$ cat src/hw/lpw_pkg.sv
// package: modes, states, widths and timing constants of the low-power sequencer
package lpw_pkg;
	localparam int          LPW_N_WAKE      = 16;
	localparam int          LPW_N_FAST      = 19;
	localparam int          LPW_DB_W        = 8;
	localparam logic [7:0]  LPW_DB_RST      = 8'h03;
	localparam int          LPW_CLK_MHZ     = 100;
	localparam int          LPW_REG_UP_US   = 400;
	localparam int          LPW_REG_UP_CYC  = LPW_REG_UP_US * LPW_CLK_MHZ;
	localparam int          LPW_RC_UP_CYC   = 4;
	localparam int          LPW_CNT_W       = 16;
	// register offsets of the software port (word index)
	localparam logic [3:0]  LPW_A_CTRL      = 4'h0;
	localparam logic [3:0]  LPW_A_WEN       = 4'h1;
	localparam logic [3:0]  LPW_A_FEN       = 4'h2;
	localparam logic [3:0]  LPW_A_SRCEN     = 4'h3;
	localparam logic [3:0]  LPW_A_DEB       = 4'h4;
	localparam logic [3:0]  LPW_A_STAT      = 4'h5;
	localparam logic [3:0]  LPW_A_CAUSE     = 4'h6;
	// source enable bits
	localparam int          LPW_S_FORCE_WAKE_PIN      = 0;
	localparam int          LPW_S_SM        = 1;
	localparam int          LPW_S_RTC       = 2;
	localparam int          LPW_S_RTT       = 3;
	localparam int          LPW_S_USB       = 4;
	typedef enum logic [2:0] {
		LPW_ST_ACTIVE  = 3'b000,
		LPW_ST_SLEEP   = 3'b001,
		LPW_ST_WAIT    = 3'b010,
		LPW_ST_BACKUP  = 3'b011,
		LPW_ST_REGUP   = 3'b100,
		LPW_ST_RCUP    = 3'b101
	} lpw_state_t;
endpackage

$ cat src/hw/lpw_if.sv
// interface: core-side sleep request and status between the core end and the sequencer
`timescale 1ns/1ps
interface lpw_if;
	logic wait_for_event_instr;
	logic wait_for_interrupt_instr;
	logic deep_sleep_request;
	logic irq;
	logic core_clk_en;
	logic core_rst;
	logic awake;
	modport dev  (input wait_for_event_instr, input wait_for_interrupt_instr, input deep_sleep_request, input irq,
		output core_clk_en, output core_rst, output awake);
	modport core (output wait_for_event_instr, output wait_for_interrupt_instr, output deep_sleep_request, output irq,
		input core_clk_en, input core_rst, input awake);
endinterface

$ cat src/hw/lpw_seq.sv
// sequencer: low-power mode entry, wake-up sources and supply power-up sequence
//
// Function
// - backup keeps always-on domain, regulator off
// - wait-for-event with deep sleep enters backup
// - enabled wake events leave backup mode
// - backup wake resets core; pins held, pull-ups
// - wake restores core supply with no software
// - regulator control low backup, high otherwise
// - wait stops core, peripheral, memory clocks
// - event instruction, select one, enters wait
// - software selects RC clock before wait
// - software polls RC flag before wait
// - fast start-up events wake from wait
// - sleep stops only the core clock
// - select zero without deep sleep enters sleep
// - interrupt sleep ends on interrupt only
// - low enabled fast input starts wait wake
// - fast start-up request is combinational
// - request restarts RC, switches clock, core on
// - wake-up always runs from fast RC
//
// Strobed register access and the address map were decided locally.
`timescale 1ns/1ps
module lpw_seq
	import lpw_pkg::*;
#(
	parameter int REG_UP_CYC = LPW_REG_UP_CYC
) (
	input  wire logic                     i_ref_clk,
	input  wire logic                     i_rst,
	input  wire logic                     i_slck_tick,
	input  wire logic                     i_force_wake_pin_n,
	input  wire logic [LPW_N_WAKE-1:0]    i_wake_inputs,
	input  wire logic [LPW_N_FAST-1:0]    i_fast_inputs_n,
	input  wire logic                     i_sm_alarm,
	input  wire logic                     i_rtc_alarm,
	input  wire logic                     i_rtt_alarm,
	input  wire logic                     i_usb_wake,
	input  wire logic [3:0]               i_addr,
	input  wire logic [31:0]              i_wdata,
	input  wire logic                     i_wr,
	input  wire logic                     i_rd,
	output logic [31:0]                   o_rdata,
	output logic                          o_regulator_shutdown_ctrl,
	output logic                          o_core_pwr_en,
	output logic                          o_periph_clk_en,
	output logic                          o_mem_clk_en,
	output logic                          o_pio_hold,
	output logic                          o_pio_pullup_in,
	output logic                          o_fast_rc_en,
	output logic                          o_mck_on_rc,
	output logic                          o_fast_startup_req,
	lpw_if.dev                            lnk
);
	lpw_state_t st_q;
	logic                   lps_q, rc_sel_q, rc_flag_q;
	logic [LPW_N_WAKE-1:0]  wen_q, wprev_q, wpend_q;
	logic [LPW_N_FAST-1:0]  fen_q;
	logic [4:0]             srcen_q;
	logic [LPW_DB_W-1:0]    deb_q;
	logic [LPW_DB_W-1:0]    dcnt_q [LPW_N_WAKE+1];
	logic [LPW_N_WAKE:0]    dok;
	logic [LPW_CNT_W-1:0]   cnt_q;
	logic [7:0]             cause_q;
	logic [31:0]            rdata_q;
	logic                   rst_core_q, ckon_q, pclk_q, reg_q, pwr_q, hold_q, pull_q;
	logic                   rc_q, onrc_q, fsr_q, wfi_mode_q;
	logic                   bk_wake, wt_wake, sl_wake, fast_any;
	// --------------------------------
	// fast start-up, no clock in the path
	// --------------------------------
	assign fast_any = |(~i_fast_inputs_n & fen_q);
	// --------------------------------
	// debouncers, one per pin
	// --------------------------------
	genvar g;
	generate
		for (g = 0; g <= LPW_N_WAKE; g++) begin : g_deb
			logic act;
			if (g == LPW_N_WAKE) begin : g_fw
				assign act = !i_force_wake_pin_n && srcen_q[LPW_S_FORCE_WAKE_PIN];
			end else begin : g_wk
				assign act = wen_q[g] && (i_wake_inputs[g] != wprev_q[g]);
			end
			always_ff @(posedge i_ref_clk) begin
				if (i_rst || !act || st_q != LPW_ST_BACKUP)
					dcnt_q[g] <= '0;
				else if (i_slck_tick && dcnt_q[g] != deb_q)
					dcnt_q[g] <= dcnt_q[g] + 1'b1;
			end
			assign dok[g] = act && (dcnt_q[g] == deb_q);
		end
	endgenerate
	assign bk_wake = (|dok) || (i_sm_alarm && srcen_q[LPW_S_SM])
		|| (i_rtc_alarm && srcen_q[LPW_S_RTC]) || (i_rtt_alarm && srcen_q[LPW_S_RTT]);
	assign wt_wake = fast_any || (i_rtc_alarm && srcen_q[LPW_S_RTC])
		|| (i_rtt_alarm && srcen_q[LPW_S_RTT]) || (i_usb_wake && srcen_q[LPW_S_USB]);
	assign sl_wake = lnk.irq || (!wfi_mode_q && wt_wake);
	// --------------------------------
	// mode sequencer
	// --------------------------------
	always_ff @(posedge i_ref_clk) begin
		if (i_rst) begin
			st_q       <= LPW_ST_ACTIVE;
			cnt_q      <= '0;
			wfi_mode_q <= 1'b0;
			wprev_q    <= '0;
		end else begin
			case (st_q)
				LPW_ST_ACTIVE: begin
					wprev_q <= i_wake_inputs;
					wfi_mode_q <= lnk.wait_for_interrupt_instr;
					if (lnk.wait_for_event_instr && lnk.deep_sleep_request)
						st_q <= LPW_ST_BACKUP;
					else if (lnk.wait_for_event_instr && lps_q)
						st_q <= LPW_ST_WAIT;
					else if (lnk.wait_for_event_instr || lnk.wait_for_interrupt_instr)
						st_q <= LPW_ST_SLEEP;
				end
				LPW_ST_SLEEP:  if (sl_wake) st_q <= LPW_ST_RCUP;
				LPW_ST_WAIT:   if (wt_wake) st_q <= LPW_ST_RCUP;
				LPW_ST_BACKUP: begin
					cnt_q <= '0;
					if (bk_wake) st_q <= LPW_ST_REGUP;
				end
				LPW_ST_REGUP: begin
					cnt_q <= cnt_q + 1'b1;
					if (cnt_q >= LPW_CNT_W'(REG_UP_CYC - 1)) begin
						cnt_q <= '0;
						st_q  <= LPW_ST_RCUP;
					end
				end
				LPW_ST_RCUP: begin
					cnt_q <= cnt_q + 1'b1;
					if (cnt_q >= LPW_CNT_W'(LPW_RC_UP_CYC - 1)) begin
						cnt_q <= '0;
						st_q  <= LPW_ST_ACTIVE;
					end
				end
				default: st_q <= LPW_ST_ACTIVE;
			endcase
		end
	end
	// --------------------------------
	// supply, clock and pin controls
	// --------------------------------
	always_ff @(posedge i_ref_clk) begin
		if (i_rst) begin
			reg_q <= 1'b1; pwr_q <= 1'b1; ckon_q <= 1'b1; pclk_q <= 1'b1;
			rst_core_q <= 1'b0; hold_q <= 1'b0; pull_q <= 1'b0;
			rc_q <= 1'b1; onrc_q <= 1'b1; fsr_q <= 1'b0;
		end else begin
			reg_q  <= (st_q != LPW_ST_BACKUP);
			pwr_q  <= (st_q != LPW_ST_BACKUP);
			ckon_q <= (st_q == LPW_ST_ACTIVE);
			pclk_q <= (st_q == LPW_ST_ACTIVE) || (st_q == LPW_ST_SLEEP);
			hold_q <= (st_q == LPW_ST_BACKUP);
			if (st_q == LPW_ST_REGUP) begin
				rst_core_q <= 1'b1;
				pull_q     <= 1'b1;
			end else if (st_q == LPW_ST_ACTIVE) begin
				rst_core_q <= 1'b0;
			end
			if (st_q == LPW_ST_ACTIVE && lnk.wait_for_event_instr) pull_q <= 1'b0;
			fsr_q <= (st_q == LPW_ST_WAIT) && fast_any;
			if (st_q == LPW_ST_RCUP) begin
				rc_q   <= 1'b1;
				onrc_q <= 1'b1;
			end else if (st_q == LPW_ST_ACTIVE) begin
				rc_q   <= rc_flag_q;
				onrc_q <= rc_sel_q;
			end
		end
	end
	// --------------------------------
	// software register port
	// --------------------------------
	always_ff @(posedge i_ref_clk) begin
		if (i_rst) begin
			lps_q <= 1'b0; rc_sel_q <= 1'b1; rc_flag_q <= 1'b1;
			wen_q <= '0; fen_q <= '0; srcen_q <= '0; deb_q <= LPW_DB_RST;
		end else if (st_q == LPW_ST_RCUP) begin
			// wake restarted the rc; keep it selected once active again
			// no software write can land here: the core is still stopped
			rc_sel_q  <= 1'b1;
			rc_flag_q <= 1'b1;
		end else if (i_wr) begin
			case (i_addr)
				LPW_A_CTRL: begin
					lps_q     <= i_wdata[0];
					rc_sel_q  <= i_wdata[1];
					rc_flag_q <= i_wdata[2];
				end
				LPW_A_WEN:   wen_q   <= i_wdata[LPW_N_WAKE-1:0];
				LPW_A_FEN:   fen_q   <= i_wdata[LPW_N_FAST-1:0];
				LPW_A_SRCEN: srcen_q <= i_wdata[4:0];
				LPW_A_DEB:   deb_q   <= i_wdata[LPW_DB_W-1:0];
				default: ;
			endcase
		end
	end
	always_ff @(posedge i_ref_clk) begin
		if (i_rst)
			cause_q <= '0;
		else if (st_q == LPW_ST_BACKUP && bk_wake)
			cause_q <= {3'b000, |dok[LPW_N_WAKE-1:0], dok[LPW_N_WAKE], i_sm_alarm,
				i_rtc_alarm, i_rtt_alarm};
		else if (i_rd && i_addr == LPW_A_CAUSE)
			cause_q <= '0;
	end
	always_ff @(posedge i_ref_clk) begin
		if (i_rst)
			rdata_q <= '0;
		else if (i_rd) begin
			case (i_addr)
				LPW_A_CTRL:  rdata_q <= {29'h0, rc_q, onrc_q, lps_q};
				LPW_A_WEN:   rdata_q <= {16'h0, wen_q};
				LPW_A_FEN:   rdata_q <= {13'h0, fen_q};
				LPW_A_SRCEN: rdata_q <= {27'h0, srcen_q};
				LPW_A_DEB:   rdata_q <= {24'h0, deb_q};
				LPW_A_STAT:  rdata_q <= {29'h0, st_q};
				LPW_A_CAUSE: rdata_q <= {24'h0, cause_q};
				default:     rdata_q <= '0;
			endcase
		end else
			rdata_q <= '0;
	end
	assign o_rdata                   = rdata_q;
	assign o_regulator_shutdown_ctrl = reg_q;
	assign o_core_pwr_en             = pwr_q;
	assign o_periph_clk_en           = pclk_q;
	assign o_mem_clk_en              = pclk_q;
	assign o_pio_hold                = hold_q;
	assign o_pio_pullup_in           = pull_q;
	assign o_fast_rc_en              = rc_q;
	assign o_mck_on_rc               = onrc_q;
	// async request straight to the clock manager; registered copy holds it one cycle after wait is left
	assign o_fast_startup_req        = fast_any && (st_q == LPW_ST_WAIT || fsr_q);
	assign lnk.core_clk_en           = ckon_q;
	assign lnk.core_rst              = rst_core_q;
	assign lnk.awake                 = ckon_q;
endmodule // lpw_seq

$ cat src/flat_wrapper.sv
// flat-port wrapper written by rule: the top's interface ports become plain ports
module lpw_seq_flat import lpw_pkg::*;
#(
	parameter int REG_UP_CYC = LPW_REG_UP_CYC
)
  (i_ref_clk, i_rst, i_slck_tick, i_force_wake_pin_n, i_wake_inputs, i_fast_inputs_n, i_sm_alarm, i_rtc_alarm, i_rtt_alarm, i_usb_wake, i_addr, i_wdata, i_wr, i_rd, o_rdata, o_regulator_shutdown_ctrl, o_core_pwr_en, o_periph_clk_en, o_mem_clk_en, o_pio_hold, o_pio_pullup_in, o_fast_rc_en, o_mck_on_rc, o_fast_startup_req, lnk_wait_for_event_instr, lnk_wait_for_interrupt_instr, lnk_deep_sleep_request, lnk_irq, lnk_core_clk_en, lnk_core_rst, lnk_awake);
  lpw_if lnk_i ();
  input  wire logic i_ref_clk;
  input  wire logic i_rst;
  input  wire logic i_slck_tick;
  input  wire logic i_force_wake_pin_n;
  input  wire logic [LPW_N_WAKE-1:0] i_wake_inputs;
  input  wire logic [LPW_N_FAST-1:0] i_fast_inputs_n;
  input  wire logic i_sm_alarm;
  input  wire logic i_rtc_alarm;
  input  wire logic i_rtt_alarm;
  input  wire logic i_usb_wake;
  input  wire logic [3:0] i_addr;
  input  wire logic [31:0] i_wdata;
  input  wire logic i_wr;
  input  wire logic i_rd;
  output logic [31:0] o_rdata;
  output logic o_regulator_shutdown_ctrl;
  output logic o_core_pwr_en;
  output logic o_periph_clk_en;
  output logic o_mem_clk_en;
  output logic o_pio_hold;
  output logic o_pio_pullup_in;
  output logic o_fast_rc_en;
  output logic o_mck_on_rc;
  output logic o_fast_startup_req;
  input wire logic [$bits(lnk_i.wait_for_event_instr)-1:0] lnk_wait_for_event_instr;
  input wire logic [$bits(lnk_i.wait_for_interrupt_instr)-1:0] lnk_wait_for_interrupt_instr;
  input wire logic [$bits(lnk_i.deep_sleep_request)-1:0] lnk_deep_sleep_request;
  input wire logic [$bits(lnk_i.irq)-1:0] lnk_irq;
  output wire logic [$bits(lnk_i.core_clk_en)-1:0] lnk_core_clk_en;
  output wire logic [$bits(lnk_i.core_rst)-1:0] lnk_core_rst;
  output wire logic [$bits(lnk_i.awake)-1:0] lnk_awake;
  assign lnk_i.wait_for_event_instr = lnk_wait_for_event_instr;
  assign lnk_i.wait_for_interrupt_instr = lnk_wait_for_interrupt_instr;
  assign lnk_i.deep_sleep_request = lnk_deep_sleep_request;
  assign lnk_i.irq = lnk_irq;
  assign lnk_core_clk_en = lnk_i.core_clk_en;
  assign lnk_core_rst = lnk_i.core_rst;
  assign lnk_awake = lnk_i.awake;
  lpw_seq #(.REG_UP_CYC(REG_UP_CYC)) u_core (.i_ref_clk(i_ref_clk), .i_rst(i_rst), .i_slck_tick(i_slck_tick), .i_force_wake_pin_n(i_force_wake_pin_n), .i_wake_inputs(i_wake_inputs), .i_fast_inputs_n(i_fast_inputs_n), .i_sm_alarm(i_sm_alarm), .i_rtc_alarm(i_rtc_alarm), .i_rtt_alarm(i_rtt_alarm), .i_usb_wake(i_usb_wake), .i_addr(i_addr), .i_wdata(i_wdata), .i_wr(i_wr), .i_rd(i_rd), .o_rdata(o_rdata), .o_regulator_shutdown_ctrl(o_regulator_shutdown_ctrl), .o_core_pwr_en(o_core_pwr_en), .o_periph_clk_en(o_periph_clk_en), .o_mem_clk_en(o_mem_clk_en), .o_pio_hold(o_pio_hold), .o_pio_pullup_in(o_pio_pullup_in), .o_fast_rc_en(o_fast_rc_en), .o_mck_on_rc(o_mck_on_rc), .o_fast_startup_req(o_fast_startup_req), .lnk(lnk_i));
endmodule
$ cat config.mk
export PLATFORM = sky130hd
export DESIGN_NAME = lpw_seq_flat
export DESIGN_NICKNAME = d
export VERILOG_FILES = /design/src/hw/lpw_pkg.sv /design/src/hw/lpw_if.sv /design/src/hw/lpw_seq.sv /design/src/flat_wrapper.sv
export SDC_FILE = /design/constraint.sdc
export NUM_CORES = 1
export LEC_CHECK = 0
export BUFFER_PORTS_ARGS = -buffer_cell sky130_fd_sc_hd__buf_2
export CORE_ASPECT_RATIO = 1.5
export CORE_MARGIN = 3
export CORE_UTILIZATION = 50
export CTS_CLUSTER_SIZE = 10
export DETAILED_ROUTE_END_ITERATION = 8
export PLACE_DENSITY = 0.69
export SLEW_MARGIN = 20
export SYNTH_ARGS = -nofsm -noshare
export SYNTH_HDL_FRONTEND = slang
export SYNTH_SLANG_ARGS = --single-unit
$ cat constraint.sdc
create_clock -name i_ref_clk -period 4.88 [get_ports i_ref_clk]
set_clock_uncertainty 0.2 [all_clocks]
set_input_delay 0.976 -clock i_ref_clk [delete_from_list [all_inputs] [get_ports i_ref_clk]]
set_output_delay 0.976 -clock i_ref_clk [all_outputs]
set_load 0.03 [all_outputs]
Word-level counts from Yosys, hierarchy flattened
Memory sizes are Yosys's and may differ from the RTL's.
Cells that the tools add are included.
{ "word_totals": {"input_bits": 85, "n_memories": 1, "reg_bits": 133, "ram_bits": 136, "output_inout_bits": 44} }
{ "memory_table": {"columns": ["memory", "depth", "word_bits", "rd", "rd_clocked_by_memory_dff", "wr", "line", "source"], "rows": [
  ["u_core.dcnt_q", 17, 8, 17, 0, 17, "lpw_seq.sv:62", "logic [LPW_DB_W-1:0] dcnt_q [LPW_N_WAKE+1];"]
]} }
{ "op_classes": {"reduce_logical": 144, "order_cmp": 2, "eq_ne": 68, "bitwise_logic": 21, "addsub": 18, "n_mux": 119} }
{ "ops": {"columns": ["cell", "n"], "rows": [
  ["$add 8x1->8 const B", 17],
  ["$eq 8x8->1", 17],
  ["$mux 8", 17],
  ["$ne 8x8->1", 17],
  ["$pmux 19 s7", 1],
  ["$mux 1", 87],
  ["$logic_and 1x1->1", 63],
  ["$pmux 16 s3", 1],
  ["$logic_or 1x1->1", 44],
  ["$mux 16", 2],
  ["$mux 3", 8],
  ["$and 19x19->19", 1],
  ["$logic_not 1->1", 19],
  ["$not 19->19", 1],
  ["$reduce_or 19->1", 1],
  ["$pmux 3 s6", 1],
  ["$or 1x1->1", 17],
  ["$reduce_or 17->1", 1],
  ["$add 16x1->16 const B", 1],
  ["$ge 16x16->1 const B", 1],
  ["$ge 16x2->1 const B", 1],
  ["$ne 1x1->1", 16],
  ["$reduce_or 16->1", 1],
  ["$reduce_and 3->1", 5],
  ["18 further kinds", 32]
]} }

Logic depth before layout (Yosys ltp)
Gate-level depths: netlist of the first run.
{ "depth": {"ltp_word": 10, "ltp_mapped": 9, "depth_no_buf": 8} }

Worst setup path after synthesis of the first run
Ideal clock, no wire load.
{ "synth_path": {"path_type": "input -> output", "startpoint": "input port i_fast_inputs_n[14]", "endpoint": "output port o_fast_startup_req", "slack_ns": 1.733, "cell_stages": 5, "t_arrival_ns": 1.971, "cell_sequence": "inv_1 > a2111oi_0 > o2111ai_1 > nor3_1 > nor2_1"} }
{ "synth_between": {"elab_chain_cells": 4} }
{ "synth_rtl": {"columns": ["element", "line", "source"], "rows": [
  ["start, declared", "flat_wrapper.sv:13", "input wire logic [LPW_N_FAST-1:0] i_fast_inputs_n;"],
  ["$not 19->19", "lpw_seq.sv:73", "assign fast_any = |(~i_fast_inputs_n & fen_q);"],
  ["$and 19x19->19", "lpw_seq.sv:73", null],
  ["$reduce_or 19->1", "lpw_seq.sv:73", null],
  ["$logic_and 1x1->1", "lpw_seq.sv:239", "assign o_fast_startup_req = fast_any && (st_q == LPW_ST_WAIT || fsr_q);"],
  ["end, declared", "flat_wrapper.sv:31", "output logic o_fast_startup_req;"]
]} }
Every way passes these cells.

Worst setup path in the final report of the first run
Ends and elaborated chain as after synthesis.

==> qor.yml, run 1 <==
dp.cells: 1856
wl_um: 35200
cp_max_fo: 2
synthCells: 1465
stdcell_area_um2: 15300
ioPinCount: 129
ys_seq_elements: 256
setup_viol: 0
fin_setup_tns_ns: 0
cts_buffer_depth: 3
critPathCaptureType: "output pin"
worst-endpoint-arrival_ns: 2.34
max_cap_violations: 0
drc: 0
min_path_type: "flop to flop"
cts-root-buf: "clkbuf_16"
fin_nets: 1648
crit_type: "input port to output pin"
yosysWarningCount: 0
drive_above_1_share_pct: 11.7
vdd_drop_max_mv: 0.273
viasPerCell: 5.64
htree_levels: 1
core_um2: 27400
worst_path_max_delay_cell: "a2111oi_0"
dp_hpwl_um: 24200
grt_start_max_net_pins: 87
crit_path_frequent_cell: "buf_2"
rows: 74
wl_per_cell_um: 18.5
cts.clk_slew.worst_paths_ns: 0.06
outcome: "completed"
avgSynthCellArea_um2: 9.53
period_share_pct: 72.0
synth_area_um2: 14000
hold_viol: 0
multi_input_area_um2: 6870
post_cts_buffers: 0
synthDistinctLibCells: 64
n_antenna_cell: 0
start_util_pct: 50.9
track_usage_pct: 23.2
vias: 10754
relSlewSlack_pct: 28.3
cpLargestDelayFamily: "compound AO/OA/AOI/OAI gates"
port_buffers: 102
critPathBufInv: 3
fill_cells: 2454
cts_resized: 0
numCtsBuffers: 29
dr.pass1.iters: 5
die_y_um: 211
gr-total-overflow: 0
dpl_cell_area_um2: 14500
fmax_ghz: 0.284
power_density_nw_per_um2: 337
cts_sinks: 256
clk_latency_ns: 0.56
synth_flop_cell: "edfxtp_1"
grt_pass1_vias: 10665
synthArstFlopShare_pct: 0
cts_hold_buffers: 0
antenna_found_initial: 0
place.gp.congestion: 0.880
route.antenna.remaining_nets: 0
area_growth_pct: 9.66
grt_pass1_wl_um: 55900
dieArea_um2: 30000
rsz0062_at_grt: "no"
final-seq-area_um2: 6490
slew_viol_final: 0
cts_tree: "built"
fin_cells: 1906
power.leakage_uw: 0.00575
slowest_delay_ns: 0.45
drt_iter0_drc: 728
die_w_um: 142
synth_edf_count: 136
worst_pin_slew_ns: 1.07
critPathLaunchType: "input port"
worstPathRequired_ns: 3.70
path_cells: "buf_2 -> inv_1 -> a2111oi_0 -> o2111ai_1 -> nor3_1 -> nor2_1 -> buf_2"
fin_crit_ns: 3.52
synth.yosys.seq_area_share_pct: 46.5
[logic make-up after synthesis]
| group | Yosys count | synth area share, % |
|---|---|---|
| compound gates | 164 | 7.55 |
| xor+xnor | 254 | 16.0 |
| fa+ha+maj | 18 | 1.61 |
| buf+inv | 104 | 4.74 |
| flops | 256 | 46.5 |
| mux | 27 | 1.99 |
| other cells | 1 | 0.0269 |
| simple gates | 641 | 21.6 |
[flip-flops by register name (all words and copies together), names as in the netlist, 3 cells and up]
name and cells:
u_core.dcnt_q 136, u_core.fen_q 19, u_core.o_rdata 19, u_core.cnt_q 16, u_core.wen_q 16, u_core.wprev_q 16
u_core.deb_q 8, u_core.cause_q 5, u_core.srcen_q 5, u_core.st_q 3
[final timing paths]
kind                  startpoint  slack [ns]                   to  cells after the start
max          i_fast_inputs_n[14]        1.36   o_fast_startup_req                      7
min reg2reg    u_core.wfi_mode_q        0.26    u_core.wfi_mode_q                      2
max reg2reg       u_core.st_q[1]        1.60  u_core.dcnt_q[9][3]                      5
min            u_core.wfi_mode_q        0.26    u_core.wfi_mode_q                      2
[layout by cell type, fill, tap and decap left out, types with 6 or more instances in the layout]
cell,count
dfxtp_2,7
nand4_1,45
buf_4,10
mux2_2,6
conb_1,13
nor2b_1,12
nor2_1,208
a211o_1,16
ha_1,18
xnor2_1,140
a21oi_1,79
nand3_1,85
buf_2,102
inv_1,28
a22oi_1,15
mux2i_1,21
dfxtp_1,113
and3_1,43
or3_1,8
clkbuf_1,19
clkbuf_16,29
o21ai_0,18
or2_2,16
nor4_1,12
xor2_1,113
edfxtp_1,136
nor3_1,21
nand2_1,164
[worst reg2reg max path: stages (launching register included)]
cell and delay (ns):
dfxtp_1 0.62, nand2_1 0.19, or2_2 0.32, nor2_1 0.23
clkinv_1 0.74, a211o_1 0.70
[layout make-up]
| type | count | share of cell area (%) |
|---|---|---|
| Multi-Input combinational cell | 1117 | 44.9 |
| Sequential cell | 256 | 42.4 |
| Clock buffer | 49 | 5.30 |
| Timing Repair Buffer | 112 | 3.83 |
| Tap cell | 342 | 2.80 |
| Inverter | 29 | 0.711 |
| Clock inverter | 1 | 0.0572 |
[through the flow]
| step | utilization, % | setup slack, ns | hold WS (ns) | total power [µW] |
|---|---|---|---|---|
| final | 55.8 | 1.36 | 0.256 | 5160 |
| after CTS | 55.8 | 1.35 | 0.255 | 5200 |
| after global routing | 55.8 | 1.24 | 0.273 | 5380 |
| after floorplan | - | 1.73 | 0.235 | 3020 |
| after detailed placement | 52.8 | 1.34 | 0.247 | 3250 |
| after global placement | 52.8 | 1.43 | 0.243 | 3230 |
[cell usage after synthesis (all sizes together), types with 2 or more instances]
cell type	number	area, µm²
a41oi	2	17.5
a32oi	4	35.0
mux2	6	67.6
a2111oi	3	27.5
and3	43	269
nand2b	4	25.0
nand3b	2	15.0
mux2i	21	210
xor2	113	990
or4	2	15.0
a221oi	4	35.0
nand2	164	616
nor3b	4	30.0
edfxtp	136	4080
a31oi	3	18.8
and2	5	31.3
clkbuf	30	114
a211o	16	140
xnor2	141	1240
ha	18	225
o21ai	20	108
a21o	4	30.0
nand4	47	307
o2111ai	2	17.5
buf	45	439
inv	28	105
nor2	208	781
o2111a	2	22.5
nor4	14	118
or3	8	50.1
nand3	85	425
o211ai	2	15.0
nor3	22	110
a21oi	79	395
nand4b	2	17.5
a22oi	15	113
nor2b	12	75.1
dfxtp	120	2400
or2	16	100
[power breakdown]
group / internal (µW) / switching, µW / leakage, µW / total, µW
sequential: 2340 / 104 / 0.00265 / 2440
clock: 1110 / 844 / 0.000392 / 1960
combinational: 239 / 526 / 0.00271 / 766
total: 3690 / 1480 / 0.00575 / 5160
[per-layer routing]
metal | share of wire, % | vias up | GRT usage [%]
li1 | - | 5216 | -
met1 | 40 | 5187 | 28.4
met2 | 51 | 288 | 40.9
met3 | 5.0 | 63 | 3.26
met4 | 3.7 | 0 | 9.35
met5 | 0 | - | 0
Power figures use the tool's default switching activity.
==> run 2, diff against run 1 <==
- ABC_AREA: default -> 1
- PLACE_DENSITY: 0.69 -> 0.72
- clock period: 4.88 -> 2.96 ns (I/O delays scaled with it)
==> qor.yml, run 2 <==
outcome: "completed"
antenna_found_initial: 0
fin_crit_ns: 2.70
yosysTopAreaCell: "edfxtp_1"
worst-endpoint-arrival_ns: 1.91
place.gp.congestion: 0.899
synth.yosys.seq_area_share_pct: 45.3
ioPinCount: 129
highest_layer: "met4"
cp_max_fo: 3
synthDistinctLibCells: 48
relSlewSlack_pct: 32.3
synthCells: 1797
path_cells: "nand2_1 -> nand2_1 -> nor3_1 -> nand2_1 -> nor2_1 -> nand2_1 -> o21a_1 -> buf_2"
fin_util_pct: 57.2
grt_pass1_vias: 11943
rows: 75
drt_iter0_drc: 821
yosysTopAreaCellShare_pct: 28.5
drive_above_1_share_pct: 10.8
die_w_um: 144
cts_hold_buffers: 0
grt_start_max_net_pins: 59
wl_per_cell_um: 16.3
post_cts_buffers: 0
synth_xor_area_share_pct: 9.72
fin_setup_tns_ns: 0
drc: 0
dr.pass1.iters: 5
dr_wl_met2_um: 19000
area_growth_pct: 12.1
die_y_um: 213
worst_path_max_delay_cell: "dfxtp_1"
period_share_pct: 91.3
rsz0062_at_grt: "no"
wl_um: 37200
avgSynthCellArea_um2: 7.97
top_register: "u_core.dcnt_q"
port_buffers: 102
synthTopCellsByCount: "nand2_1, nor2_1, inv_1, edfxtp_1, dfxtp_1"
cts_buffer_depth: 3
core_um2: 28100
worst_pin_slew_ns: 1.01
slowest_delay_ns: 0.34
routed-wl-met3_um: 2500
critPathLaunchType: "flop"
critPathCaptureType: "output pin"
cts_sinks: 256
hold_viol: 0
dieArea_um2: 30700
vdd_drop_max_mv: 0.473
synthAdderAreaFrac_pct: 1.57
slew_viol_final: 0
synthMuxAreaShare_pct: 0
synth_compound_area_share_pct: 7.53
synth_top_family_by_area: "simple AND/OR/NAND/NOR gates"
grt_pass1_wl_um: 59200
min_path_type: "input port to flop"
vias: 12321
clk_latency_ns: 0.55
largest_reg_flops: 136
setup_viol: 0
fmax_ghz: 0.370
layout_commonest_cell: "nand2_1"
power_density_nw_per_um2: 536
fin_nets: 2015
worstPathRequired_ns: 2.17
start_util_pct: 51.0
synthArstFlopShare_pct: 0
numCtsBuffers: 29
synth_area_um2: 14300
cts_resized: 0
synth_flop_cell: "edfxtp_1"
gr-total-overflow: 0
max_cap_violations: 0
viasPerCell: 5.41
synthSimpleGateAreaFrac_pct: 28.3
n_antenna_cell: 0
synth_edf_count: 136
synthTopCellsByArea: "edfxtp_1, dfxtp_1, nand2_1"
track_usage_pct: 24.0
crit_type: "flop to output pin"
ys_seq_elements: 256
yosysWarningCount: 0
cts_tree: "built"
power.leakage_uw: 0.00643
crit_path_frequent_cell: "nand2_1"
final_cell_mix: "nand2_1, nor2_1, inv_1, edfxtp_1, dfxtp_1"
htree_levels: 1
route.antenna.remaining_nets: 0
wl_met1_um: 14300
cts.clk_slew.worst_paths_ns: 0.06
dp_hpwl_um: 26800
synth_most_common_cell: "nand2_1"
cts-root-buf: "clkbuf_16"
==> run 2: layout make-up <==
class / count / area (µm²)
Tap cell: 346 / 433
Clock inverter: 1 / 8.76
Sequential cell: 256 / 6490
Clock buffer: 50 / 815
Fill cell: 2479 / 12000
Multi-Input combinational cell: 1306 / 6800
Timing Repair Buffer: 134 / 813
Inverter: 185 / 694
==> run 2: worst max-delay path: cells and delay by family (launching register included) <==
family / cells / cell delay (ns)
AO/OA/AOI/OAI: 1 / 0.12
buffers and inverters: 1 / 0.17
flip-flops: 1 / 0.34
AND/OR/NAND/NOR: 6 / 0.74
==> run 2: per-stage QoR <==
stage	hold slack (ns)	total power (µW)	setup slack, ns	cells	area [µm²]
floorplan	0.228	5000	0.792	1809	14400
global placement	0.238	5380	0.371	2227	15200
detailed placement	0.247	5420	0.360	2227	15200
CTS	0.0555	8640	0.206	2278	16100
global route	0.0915	8940	0.108	2278	16100
finish	0.0703	8610	0.259	2278	16100
==> run 2: per-layer routing <==
metal  GRT usage, %  up-vias
met5              0        -
met4           9.43        0
met3           2.78       82
met2           43.9      446
met1           28.5     5717
li1               -     6076
==> run 2: path summary, 6_finish.rpt <==
check	from	end	slack (ns)	cells past startpoint
setup / recovery	u_core.fen_q[8]	o_fast_startup_req	0.26	8
setup reg to reg	u_core.deb_q[4]	u_core.cause_q[3]	0.31	13
hold / removal	i_wdata[16]	u_core.fen_q[16]	0.07	3
hold reg to reg	u_core.wfi_mode_q	u_core.wfi_mode_q	0.25	2
==> run 2: cells by family after synthesis <==
logic type	count (synthesis)
adder cells (fa/ha/maj)	18
AO/OA/AOI/OAI	200
AND/OR/NAND/NOR	916
other	1
buffers and inverters	247
XOR/XNOR	159
flip-flops	256
==> run 2: report_power, final <==
part | switching [µW] | internal, µW | total, µW
Combinational | 923 | 382 | 1310
Sequential | 151 | 3910 | 4060
Clock | 1400 | 1840 | 3240
Total | 2470 | 6130 | 8610
==> run 3, diff against run 2 <==
- CAP_MARGIN: default -> 10
- PLACE_DENSITY: 0.72 -> default
- PLACE_DENSITY_LB_ADDON: default -> 0.25
- clock period: 2.96 -> 2.54 ns (I/O delays scaled with it)
==> qor.yml, run 3 (synthesis results as in run 2) <==
power_density_nw_per_um2: 615
die_w_um: 144
min_path_type: "input port to flop"
grt_start_max_net_pins: 64
switching_power_uw: 2890
worstPathRequired_ns: 1.83
layout_setup_ws_ns: 0.0407
setup_viol: 0
p_seq_share_pct: 47.1
p_int_uw: 7150
grt_pass1_wl_um: 59400
route.antenna.remaining_nets: 0
critPathLaunchType: "flop"
slew_viol_final: 0
grt_util_met2_pct: 43.7
switching_share_pct: 28.8
busiest_layer: "met2"
max_cap_violations: 0
layout_commonest_cell: "nand2_1"
worst-endpoint-arrival_ns: 1.79
clk_latency_ns: 0.55
dr.pass1.iters: 5
track_usage_pct: 24.2
use_met1_pct: 29.3
fmax_ghz: 0.400
rows: 75
cts_tree: "built"
fin_crit_ns: 2.50
fin_nets: 2043
cts_buffer_depth: 3
gr-total-overflow: 0
drive_above_1_share_pct: 12.1
hold_viol: 0
worst_pin_slew_ns: 1.04
vias: 12246
final-seq-area_um2: 6490
worst-r2r-setup-slack_ns: 0.21
dpl_cell_area_um2: 15400
cts-root-buf: "clkbuf_16"
final_cell_mix: "nand2_1, nor2_1, inv_1, edfxtp_1, dfxtp_1"
dieArea_um2: 30700
top_register: "u_core.dcnt_q"
cts_sinks: 256
cts.clk_slew.worst_paths_ns: 0.06
relSlewSlack_pct: 30.2
crit_type: "flop to output pin"
numCtsBuffers: 29
power.leakage_uw: 0.00657
gr-usage-met3_pct: 2.96
area_growth_pct: 14.1
fill_cells: 2555
clock_power_share_pct: 37.5
place.gp.congestion: 0.892
drt_iter0_drc: 706
viasPerCell: 5.31
antenna_found_initial: 0
outcome: "completed"
ioPinCount: 129
drc: 0
period_share_pct: 98.4
rsz0062_at_grt: "yes"
multi_input_area_um2: 6840
port_buffers: 102
start_util_pct: 51.0
stdcell_area_um2: 16300
dp_hpwl_um: 27400
comb_power_share_pct: 15.5
die_y_um: 213
core_um2: 28100
pre_cts_slack_ns: 0.108
cp_max_fo: 3
wl_um: 37400
largest_reg_flops: 136
htree_levels: 1
vdd_drop_max_mv: 0.538
critPathCaptureType: "output pin"
wl_per_cell_um: 16.2
grt_pass1_vias: 11965
## run 3: path summary, 6_finish.rpt
kind	start	end	cells past startpoint
setup / recovery	u_core.fen_q[5]	o_fast_startup_req	8
setup reg to reg	u_core.st_q[2]	u_core.fen_q[3]	9
hold reg to reg	u_core.wfi_mode_q	u_core.wfi_mode_q	2
hold / removal	i_wake_inputs[4]	u_core.wprev_q[4]	3
## run 3: worst max-delay path: stages, from the launching register on
cell	delay, ns
dfxtp_1	0.30
inv_1	0.09
nor2_1	0.08
nor3_2	0.19
nand2_2	0.10
nor2_4	0.13
nand2_1	0.08
o21a_1	0.10
buf_2	0.17
## run 3: power by group through the flow
stage | clock [µW] | combinational (µW) | sequential, µW
global route | 3980 | 1720 | 4760
finish | 3760 | 1550 | 4730
CTS | 3830 | 1560 | 4720
global placement | 0 | 1510 | 4790
detailed placement | 0 | 1540 | 4810
floorplan | 0 | 959 | 4860
## run 3: final cells by class
type / instances / area share [%]
clock inverters: 2 / 0.0843
repair buffers: 162 / 6.53
multi-input cells: 1306 / 41.9
flip-flops and latches: 256 / 39.7
well taps: 346 / 2.65
diodes: 1 / 0.0153
clock buffers: 48 / 4.88
inverters: 185 / 4.27
## run 3: repair_timing
action | in CTS | in global routing
hold buffers | 7 | 0
resized for setup | 3 | 7
setup buffers | 0 | 3
endpoints found under the setup margin | 1 | 9
endpoints found under the hold margin | 9 | 0
pin swaps | 0 | 1
## run 3: metal layers
layer / routed length (µm) / part of all wire (%)
met3: 2090 / 5.6
met4: 1270 / 3.4
met1: 14900 / 40
met5: 0 / 0
met2: 19100 / 51
## run 3: stage by stage
step / hold slack, ns / power, µW / util, % / std cells / TNS [ns]
2_1_floorplan: 0.228 / 5820 / - / 1809 / 0
4_1_cts: 0.00287 / 10100 / 58.0 / 2302 / 0
3_3_place_gp: 0.241 / 6300 / 54.8 / 2245 / 0
5_1_grt: 0.0208 / 10500 / 58.2 / 2305 / -0.0792
3_5_place_dp: 0.246 / 6350 / 54.8 / 2245 / 0
6_report: 0.0210 / 10000 / 58.2 / 2306 / 0
